==> src/rtl/icu_map.svh <==
// Integer compare unit: opcode and field positions as macros.
// Assumes inclusion by bare name from rtl/ sources.
`ifndef ICU_MAP_SVH
`define ICU_MAP_SVH
`define ICU_OP_RTYPE     6'h3a
`define ICU_OP_GEI       6'h08
`define ICU_OP_LTI       6'h10
`define ICU_OP_NEI       6'h18
`define ICU_OP_GEUI      6'h28
`define ICU_OP_LTUI      6'h30
`define ICU_OPX_GE       6'h08
`define ICU_OPX_LT       6'h10
`define ICU_OPX_NE       6'h18
`define ICU_OPX_GEU      6'h28
`define ICU_OPX_LTU      6'h30
`define ICU_SRC1_HI      31
`define ICU_SRC1_LO      27
`define ICU_SRC2_HI      26
`define ICU_SRC2_LO      22
`define ICU_DST_HI       21
`define ICU_DST_LO       17
`define ICU_OPX_HI       16
`define ICU_OPX_LO       11
`define ICU_IMM_HI       21
`define ICU_IMM_LO       6
`define ICU_OP_HI        5
`define ICU_OP_LO        0
`endif

==> src/rtl/icu_pkg.sv <==
// Integer compare unit: shared types.
// Assumes nothing beyond the header of constants.
package icu_pkg;
  typedef enum logic [5:0] {
    ICU_CMP_LT  = 6'h01,
    ICU_CMP_LTU = 6'h02,
    ICU_CMP_NE  = 6'h04,
    ICU_CMP_GE  = 6'h08,
    ICU_CMP_GEU = 6'h10,
    ICU_CMP_NONE = 6'h20
  } icu_cmp_e;
endpackage

==> src/rtl/icu_decode.sv <==
// Integer compare unit: instruction decoder.
// Assumes a 32-bit instruction word valid in the same cycle.
`timescale 1ns/1ps
`default_nettype none
`include "icu_map.svh"
module icu_decode
  import icu_pkg::*;
(
  input  wire logic [31:0] instr_in,     // Instruction word
  output var icu_cmp_e     cmp_out,      // Selected compare
  output logic             use_imm_out,  // Immediate form
  output logic             sext_out,     // Sign-extend immediate
  output logic [4:0]       src_idx_out,  // first_source_reg index
  output logic [4:0]       src2_idx_out, // second_reg index
  output logic [4:0]       dst_idx_out,  // Destination index
  output logic [15:0]      imm_out       // imm_field
);
  logic [5:0] op;
  logic [5:0] opx;
  // Field extraction
  // field positions
  assign op           = instr_in[`ICU_OP_HI:`ICU_OP_LO];
  assign opx          = instr_in[`ICU_OPX_HI:`ICU_OPX_LO];
  assign src_idx_out  = instr_in[`ICU_SRC1_HI:`ICU_SRC1_LO];
  assign src2_idx_out = instr_in[`ICU_SRC2_HI:`ICU_SRC2_LO];
  assign imm_out      = instr_in[`ICU_IMM_HI:`ICU_IMM_LO];
  // Opcode decode
  always_comb begin
    cmp_out     = ICU_CMP_NONE;
    use_imm_out = 1'b0;
    sext_out    = 1'b0;
    dst_idx_out = instr_in[`ICU_DST_HI:`ICU_DST_LO];
    if (op == `ICU_OP_RTYPE) begin
      case (opx)
        `ICU_OPX_LT:  cmp_out = ICU_CMP_LT;
        `ICU_OPX_LTU: cmp_out = ICU_CMP_LTU;
        `ICU_OPX_NE:  cmp_out = ICU_CMP_NE;
        `ICU_OPX_GE:  cmp_out = ICU_CMP_GE;
        `ICU_OPX_GEU: cmp_out = ICU_CMP_GEU;
        default:      cmp_out = ICU_CMP_NONE;
      endcase
    end else begin
      use_imm_out = 1'b1;
      dst_idx_out = instr_in[`ICU_SRC2_HI:`ICU_SRC2_LO];
      case (op)
        `ICU_OP_LTI:  begin cmp_out = ICU_CMP_LT;  sext_out = 1'b1; end
        `ICU_OP_LTUI: cmp_out = ICU_CMP_LTU;
        `ICU_OP_NEI:  begin cmp_out = ICU_CMP_NE;  sext_out = 1'b1; end
        `ICU_OP_GEI:  begin cmp_out = ICU_CMP_GE;  sext_out = 1'b1; end
        `ICU_OP_GEUI: cmp_out = ICU_CMP_GEU;
        default:      cmp_out = ICU_CMP_NONE;
      endcase
    end
  end
endmodule
`default_nettype wire

==> src/rtl/icu_top.sv <==
// Integer compare unit: decode, operand fetch request, compare, writeback.
// Assumes a register file with combinational reads and a one-cycle write.
// Assumes the producer builds the derived compare forms itself.
`timescale 1ns/1ps
`default_nettype none
`include "icu_map.svh"
module icu_top
  import icu_pkg::*;
#(
  parameter int DATA_W = 32  // Register word width, wider than the immediate
)
(
  input  wire logic              core_clk_in,   // Core clock
  input  wire logic              rstn_in,       // Async reset, active low
  input  wire logic              valid_in,      // Instruction valid
  input  wire logic [31:0]       instr_in,      // Instruction word
  input  wire logic [DATA_W-1:0] src_data_in,   // first_source_reg value
  input  wire logic [DATA_W-1:0] src2_data_in,  // second_reg value
  output logic [4:0]             src_idx_out,   // first_source_reg read index
  output logic [4:0]             src2_idx_out,  // second_reg read index
  output logic                   accept_out,    // Instruction is a compare
  output logic                   wr_en_out,     // Register write strobe
  output logic [4:0]             wr_idx_out,    // Register write index
  output logic [DATA_W-1:0]      wr_data_out    // Register write data
);

  // Immediate width, fixed by the instruction format
  localparam int IMM_W = `ICU_IMM_HI - `ICU_IMM_LO + 1;
  // Register index width, fixed by the instruction format
  localparam int IDX_W = `ICU_DST_HI - `ICU_DST_LO + 1;

  // Registered write port; index and data hold between writes
  typedef struct packed {
    logic              wr_en;    // One-cycle write strobe
    logic [IDX_W-1:0]  wr_idx;   // Destination index
    logic [DATA_W-1:0] wr_data;  // Result word, zero or one
  } icu_state_s;

  // Write-port state
  icu_state_s        st_q;         // Registered state
  icu_state_s        st_d;         // Next state

  // Reset release
  logic [1:0]        rst_sync_q;   // Release stages
  logic              rstn;         // Re-timed reset, active low

  // Decoder results
  icu_cmp_e          cmp;          // Selected compare kind
  logic              use_imm;      // Immediate form
  logic              sext;         // Sign-extend the immediate
  logic [IDX_W-1:0]  dst_idx;      // Destination index
  logic [IMM_W-1:0]  imm;          // imm_field
  logic              is_cmp;       // Word decodes as a compare

  // Compare datapath
  logic [DATA_W-1:0] opnd_b;       // Second compare operand
  logic              lt_signed;    // First below second, signed
  logic              lt_unsigned;  // First below second, unsigned
  logic              differs;      // Some bit differs
  logic              res;          // Selected result bit

  // Signed less-than on two words
  function automatic logic icu_slt(
    input logic [DATA_W-1:0] a,  // Left operand
    input logic [DATA_W-1:0] b   // Right operand
  );
    icu_slt = $signed(a) < $signed(b);
  endfunction

  // Unsigned less-than on two words
  function automatic logic icu_ult(
    input logic [DATA_W-1:0] a,  // Left operand
    input logic [DATA_W-1:0] b   // Right operand
  );
    icu_ult = a < b;
  endfunction

  // Widen the immediate field, by its sign bit or by zeros
  function automatic logic [DATA_W-1:0] icu_widen(
    input logic [IMM_W-1:0] k,           // Immediate field
    input logic             signed_form  // Copy the sign bit upward
  );
    if (signed_form) begin
      icu_widen = {{(DATA_W-IMM_W){k[IMM_W-1]}}, k};
    end else begin
      icu_widen = {{(DATA_W-IMM_W){1'b0}}, k};
    end
  endfunction

  // Result bit as a full register word, upper bits clear
  function automatic logic [DATA_W-1:0] icu_flag_word(
    input logic flag  // Compare outcome
  );
    icu_flag_word = {{(DATA_W-1){1'b0}}, flag};
  endfunction

  // Reset release through two flops; asserting stays asynchronous,
  // releasing lands on a clock edge so no flop leaves reset early
  always_ff @(posedge core_clk_in or negedge rstn_in) begin
    if (!rstn_in) begin
      rst_sync_q <= 2'h0;
    end else begin
      rst_sync_q <= {rst_sync_q[0], 1'b1};
    end
  end
  assign rstn = rst_sync_q[1];

  // Field extraction and opcode decode
  icu_decode u_dec (
    .instr_in     (instr_in),
    .cmp_out      (cmp),
    .use_imm_out  (use_imm),
    .sext_out     (sext),
    .src_idx_out  (src_idx_out),
    .src2_idx_out (src2_idx_out),
    .dst_idx_out  (dst_idx),
    .imm_out      (imm)
  );

  // Second operand: widened immediate or second register value
  always_comb begin
    if (use_imm) begin
      opnd_b = icu_widen(imm, sext);
    end else begin
      // Register forms compare the two source registers
      opnd_b = src2_data_in;
    end
  end

  // Three primitive relations; each compare kind picks one,
  // the greater-or-equal kinds by inverting a less-than
  assign lt_signed   = icu_slt(src_data_in, opnd_b);
  assign lt_unsigned = icu_ult(src_data_in, opnd_b);
  assign differs     = src_data_in != opnd_b;

  // Compare evaluation
  always_comb begin
    unique case (cmp)
      ICU_CMP_LT:   res = lt_signed;
      ICU_CMP_LTU:  res = lt_unsigned;
      ICU_CMP_NE:   res = differs;
      ICU_CMP_GE:   res = !lt_signed;
      ICU_CMP_GEU:  res = !lt_unsigned;
      // Not a compare: result unused
      ICU_CMP_NONE: res = 1'b0;
      default:      res = 1'b0;
    endcase
  end

  // Derived forms are the producer's job; the unit has no codes for them:
  //   unsigned greater, registers   -> unsigned less-than, sources swapped
  //   signed less-or-equal          -> signed greater-or-equal, sources swapped
  //   unsigned less-or-equal        -> unsigned greater-or-equal, sources swapped
  //   unsigned greater, constant    -> unsigned greater-or-equal immediate, plus one
  //   unsigned less-or-equal, const -> unsigned less-than immediate, plus one
  //   signed less-or-equal, const   -> signed less-than immediate, plus one
  // The constant is not range-checked here: one that overflows the
  // immediate field after the increment wraps and gives a wrong answer.
  // Both greater-or-equal kinds must therefore exist natively,
  // in register and in immediate form.

  // A word is taken only while valid and decoded as a compare;
  // refused words drop the strobe and leave write index and data untouched
  assign is_cmp     = (cmp != ICU_CMP_NONE);
  assign accept_out = valid_in && is_cmp;

  // Next state: one write per accepted compare
  // Index and data hold between writes; only the strobe falls
  always_comb begin
    st_d       = st_q;
    st_d.wr_en = accept_out;
    if (accept_out) begin
      st_d.wr_idx  = dst_idx;
      st_d.wr_data = icu_flag_word(res);
    end
  end

  // State register; all zero until two edges after reset release,
  // so requests made earlier than that are lost
  always_ff @(posedge core_clk_in or negedge rstn) begin
    if (!rstn) begin
      st_q <= '0;
    end else begin
      st_q <= st_d;
    end
  end

  // Write port straight from flops;
  // a result appears at the same edge that takes its word
  assign wr_en_out   = st_q.wr_en;
  assign wr_idx_out  = st_q.wr_idx;
  assign wr_data_out = st_q.wr_data;
endmodule
`default_nettype wire

==> config.mk <==
export PLATFORM = sky130hd
export DESIGN_NAME = icu_top
export DESIGN_NICKNAME = d
export VERILOG_FILES = /design/src/rtl/icu_pkg.sv /design/src/rtl/icu_decode.sv /design/src/rtl/icu_top.sv
export VERILOG_INCLUDE_DIRS = /design/src /design/src/rtl
export SDC_FILE = /design/constraint.sdc
export NUM_CORES = 1
export LEC_CHECK = 0
export BUFFER_PORTS_ARGS = -buffer_cell sky130_fd_sc_hd__clkbuf_2
export CORE_MARGIN = 5
export CORE_UTILIZATION = 41
export DETAILED_ROUTE_END_ITERATION = 10
export PLACE_DENSITY = 0.88
export SYNTH_ARGS = -nofsm -noshare
export SYNTH_HDL_FRONTEND = slang
export SYNTH_SLANG_ARGS = --single-unit
==> constraint.sdc <==
create_clock -name core_clk_in -period 2.1 [get_ports core_clk_in]
set_clock_uncertainty 0.05 [all_clocks]
set_input_delay 0.315 -clock core_clk_in [delete_from_list [all_inputs] [get_ports core_clk_in]]
set_output_delay 0.315 -clock core_clk_in [all_outputs]
set_load 0.01 [all_outputs]
# Word level (Yosys, flattened, before mapping)
# Index checks and enable logic that the tools add are counted.
# totals
word_cells,37
regBits,9
input_bits,99
out_inout_bits,49
# op_classes
n_mux,9
order_cmp,2
n_reduce_logical,4
eq_ne,18
# op_table
operator,count
< comparator 32 bit,2
two-way mux 32 bit,2
case mux 6 bit (5 select lines),2
inequality test 32 bit,1
"equality test 6 x 5 -> 1 bit, second input constant",5
"equality test 6 bit, second input constant",5
"equality test 6 x 4 -> 1 bit, second input constant",3
"equality test 6 x 1 -> 1 bit, second input constant",1
"equality test 6 x 2 -> 1 bit, second input constant",1
"equality test 6 x 3 -> 1 bit, second input constant",1
two-way mux 6 bit,1
"inequality test 6 bit, second input constant",1
two-way mux 5 bit,1
case mux 1 bit (5 select lines),1
OR reduction 3 bit,1
logical NOT 1 bit,2
two-way mux 1 bit,2
logical AND 1 bit,1

# Depth between registers and ports, before layout
# logic_depth
depth_word,9
depth_mapped,13
ltp_nobuf,11

# By module
# Synthesis repeated with hierarchy kept, for this count alone.
# hier_totals
cells_unflattened,264
hier_area_um2,2117.0
# by_module_without_submodules
module,n_inst,cells_per_inst,area_per_inst_um2,seq_area_each_um2
icu_top,1,203,1667.8,225.2
icu_decode,1,61,449.2,0.0

# Worst setup path after synthesis
# OpenSTA, ideal clock, no wires.
# synth_path
path_kind,input to register
start,input port instr_in[0]
end,"register st_q, in the netlist wr_data_out[0]"
t_required_ps,1919
arrival_ps,2757
path_stages,12
slack_ps,-838
setup_time_ps,131
n_path_buf,2
cell_sequence,or2_2 > buf_2 > a21oi_1 > clkbuf_1 > o21ai_0 > ha_1 > nand4_1 > nor4_2 > nand3_1 > a21o_1 > o21ai_0 > mux2i_1
# synth_via
elab_chain_cells,9
elab_cells_between_ends,26
classes_between,2 x order compare; 13 x eq/ne; 7 x mux; 4 x reduce/logical
# synth_rtl
item,line_no,text
start: declaration,icu_top.sv:16,"input wire logic [31:0] instr_in,"
equality test 6 x 5 -> 1 bit / equality test 6 x 4 -> 1 bit (equally long branches),icu_decode.sv:45,case (op)
OR reduction 3 bit (no source line),n/a,
two-way mux 1 bit,icu_decode.sv:45,
two-way mux 1 bit,icu_decode.sv:33,if (op == `ICU_OP_RTYPE) begin
two-way mux 32 bit,icu_top.sv:83,if (signed_form) begin
two-way mux 32 bit,icu_top.sv:122,if (use_imm) begin
"< comparator 32 bit, on equally long branches","icu_top.sv:75, icu_top.sv:67",
"logical NOT 1 bit, on equally long branches","icu_top.sv:143, icu_top.sv:142",
case mux 1 bit (5 select lines),icu_top.sv:138,unique case (cmp)
end signal: assignment,icu_top.sv:184,st_q <= st_d;
end: declaration,icu_top.sv:40,icu_state_s st_q;
# Parallel ways exist; a longest one is shown, timed or not.
# A chain may end at the register's enable or synchronous reset.

# Worst setup path in the final report
# Same ends and word-level chain as after synthesis.

==> impl_metrics.ini <==
[critical_path]
endpoint_kind = flip-flop
critPathBufInv = 1
max_stage_delay_ns = 0.30
path_cells = clkbuf_2 > or2_4 > or2_4 > mux2i_2 > ha_1 > nor2b_4 > o211ai_1 > a21oi_1 > o311a_1 > a211oi_2 > mux2i_1
worstPathArrival_ns = 2.53
cp_top_family = compound AO/OA/AOI/OAI gates
crit_top_cell = or2_4
crit_fanout = 6
critPathSlowestCell = o311a_1
cp-start-kind = input port
path_class = input port to flip-flop
worstPathRequired_ns = 2.20

[layout]
final_cell_mix = clkbuf_2, ha_1, conb_1, buf_4, o21ai_0
area_delta_synth_final_pct = 39.1
antenna_cells = 0
regArea_um2 = 225
nets = 495
multi_input_area_mm2 = 0.00151
fin_util = 0.600
drive_gt1_frac = 0.438
mostFrequentLayoutCell = clkbuf_2
fin_cells = 415
fillers = 393

[timing]
rsz0062_at_grt = true
max_freq_mhz = 411
timing.final.ws_setup_ns = -0.334
setup_viol = 1
timing.final.crit_share = 1.16
finalHoldViolations = 0
slew_viol_final = 0
fin_crit_ns = 2.43

[floorplan]
die_w_um = 78.4
die_h_um = 78.4
coreArea_mm2 = 0.00444
initial_core_util = 0.432
rows = 24
pin_count = 148
die_area_mm2 = 0.00615

[route]
vias = 2099
drc = 0
first_pass_iters = 4
drt.antenna.violating_nets = 0
wirelength_um = 5640
wl_per_cell_um = 13.6
drt_iter0_drc = 28
viasPerCell = 5.06

[cts]
root_buffer = clkbuf_8
clock_path_buffers = 2
clock_latency_ns = 0.23
cts_tree = yes
htree_levels = 1
cts_buffers = 3
clkTransAtPathRegs_ns = 0.04
cts.sinks = 9

[grt]
antenna_found_initial = 0
grt_pass1_wl_um = 8800
grt_pass1_vias = 2084
track_usage = 0.174
grt_max_degree = 17
grt-ovfl-total = 0

[power]
p_comb_frac = 0.513
p_leak_uw = 0.00138
vdd_drop_max_v = 0.000392
internal_power_uw = 562
seqPwrFrac = 0.266
switchingPower_uw = 313
power_density_mw_per_mm2 = 328
clkPwrFrac = 0.222
sw_frac_of_total = 0.358

[hold_path]
hold_path.class = flip-flop to asynchronous set/reset pin

[synth]
postSynthCellCount = 238
ys_seq_area_frac = 0.117
synth-main-ff-cell = dfrtp_1
synth_edf_count = 0
ys_seq_elements = 9
synth.distinct_cells = 44
async_flop_share = 1.00
syn_area_mm2 = 0.00192
avgSynthCellArea_um2 = 8.06
yosys_warnings = 0

[outcome]
violations = negative setup slack
status = finished with violations

[place]
dp_cells = 407
dp_hpwl_um = 4980
gp_congestion = 0.854
portBuffers = 106

[flow_run]
drv_cap = 0
[synth_stat cells, types with 3 or more instances]
cell type / count / share of area
o21ai_1: 5 / 0.013
clkbuf_1: 4 / 0.0078
ha_1: 32 / 0.21
nand2_1: 15 / 0.029
mux2i_1: 19 / 0.099
inv_1: 4 / 0.0078
nor3_1: 6 / 0.016
buf_4: 41 / 0.16
nor3b_1: 3 / 0.012
o211ai_1: 3 / 0.012
a211oi_1: 3 / 0.012
dfrtp_1: 9 / 0.12
a21oi_1: 17 / 0.044
nand4_1: 7 / 0.023
nand3_1: 3 / 0.0078
nor2_1: 8 / 0.016
o21ai_0: 25 / 0.065
[worst paths after layout]
| check | slack, ns | to | cells after the start | start |
|---|---|---|---|---|
| hold / removal | 0.05 | wr_idx_out[3] | 0 | rst_sync_q[1] |
| setup / recovery | -0.33 | wr_data_out[0] | 11 | instr_in[0] |
| min in group core_clk_in | 0.30 | rst_sync_q[1] | 0 | rst_sync_q[0] |
| setup reg to reg | 1.14 | wr_data_out[0] | 3 | wr_data_out[0] |
| hold reg to reg | 0.05 | wr_idx_out[3] | 0 | rst_sync_q[1] |
| max in group asynchronous | 1.55 | rst_sync_q[0] | 2 | rstn_in |
[worst register-to-register path, delay by kind of cell (launching register included)]
| family | cells | cell delay, ns |
|---|---|---|
| AND/OR/NAND/NOR | 1 | 0.24 |
| AO/OA/AOI/OAI | 1 | 0.07 |
| multiplexers | 1 | 0.09 |
| flip-flops | 1 | 0.39 |
[sequential cells by signal, indices dropped and copies added (netlist names)]
signal	cells
wr_idx_out	5
rst_sync_q	2
wr_data_out	1
wr_en_out	1
[kinds of logic after synthesis]
logic type,count (synthesis),share of synthesized area
AO/OA/AOI/OAI,61,0.181
adder cells (fa/ha/maj),32,0.209
buffers and inverters,52,0.184
flip-flops,9,0.117
multiplexers,19,0.0992
other,2,0.00392
AND/OR/NAND/NOR,63,0.205
[through the flow]
| stage | area [um^2] | hold slack [ns] | setup slack, ns | setup TNS, ns | total power [uW] |
|---|---|---|---|---|---|
| 2_1_floorplan | 2090 | -0.0306 | -0.519 | -0.519 | 510 |
| 3_3_place_gp | 2540 | 0.0530 | -0.647 | -0.647 | 651 |
| 5_1_grt | 2670 | 0.0869 | -0.502 | -0.502 | 947 |
| 6_report | 2670 | 0.0519 | -0.334 | -0.334 | 875 |
| 3_5_place_dp | 2540 | 0.0533 | -0.676 | -0.676 | 664 |
| 4_1_cts | 2650 | 0.0601 | -0.353 | -0.353 | 875 |
[final cells by class]
| cell class | instances | area share |
|---|---|---|
| sequential | 9 | 0.0844 |
| multi-input combinational | 209 | 0.565 |
| clock buffer | 4 | 0.0169 |
| tap | 52 | 0.0244 |
| timing repair buffer | 137 | 0.304 |
| inverter | 4 | 0.00563 |
[timing repair]
action                                  4_1_cts  5_1_grt
endpoints found under the setup margin        1        1
hold buffers                                  1        0
gates cloned                                  2        0
endpoints found under the hold margin         2        0
pin swaps                                     3        0
buffers inserted                              1        0
resized for setup                             7        8
[per-layer routing]
metal	vias to the layer above	track usage	part of all wire
met2	99	0.325	0.50
met5	-	0	0
met3	6	0.0423	0.091
met4	0	0.0367	0.0085
li1	1063	-	-
met1	931	0.200	0.40
[power groups by stage]
stage                     Combinational, uW  Clock, uW  Sequential, uW
final                                   448        194             232
after global routing                    503        206             238
after CTS                               443        199             232
after detailed placement                432          0             232
after global placement                  416          0             235
after floorplan                         267          0             243
Power figures use the tool's default switching activity.
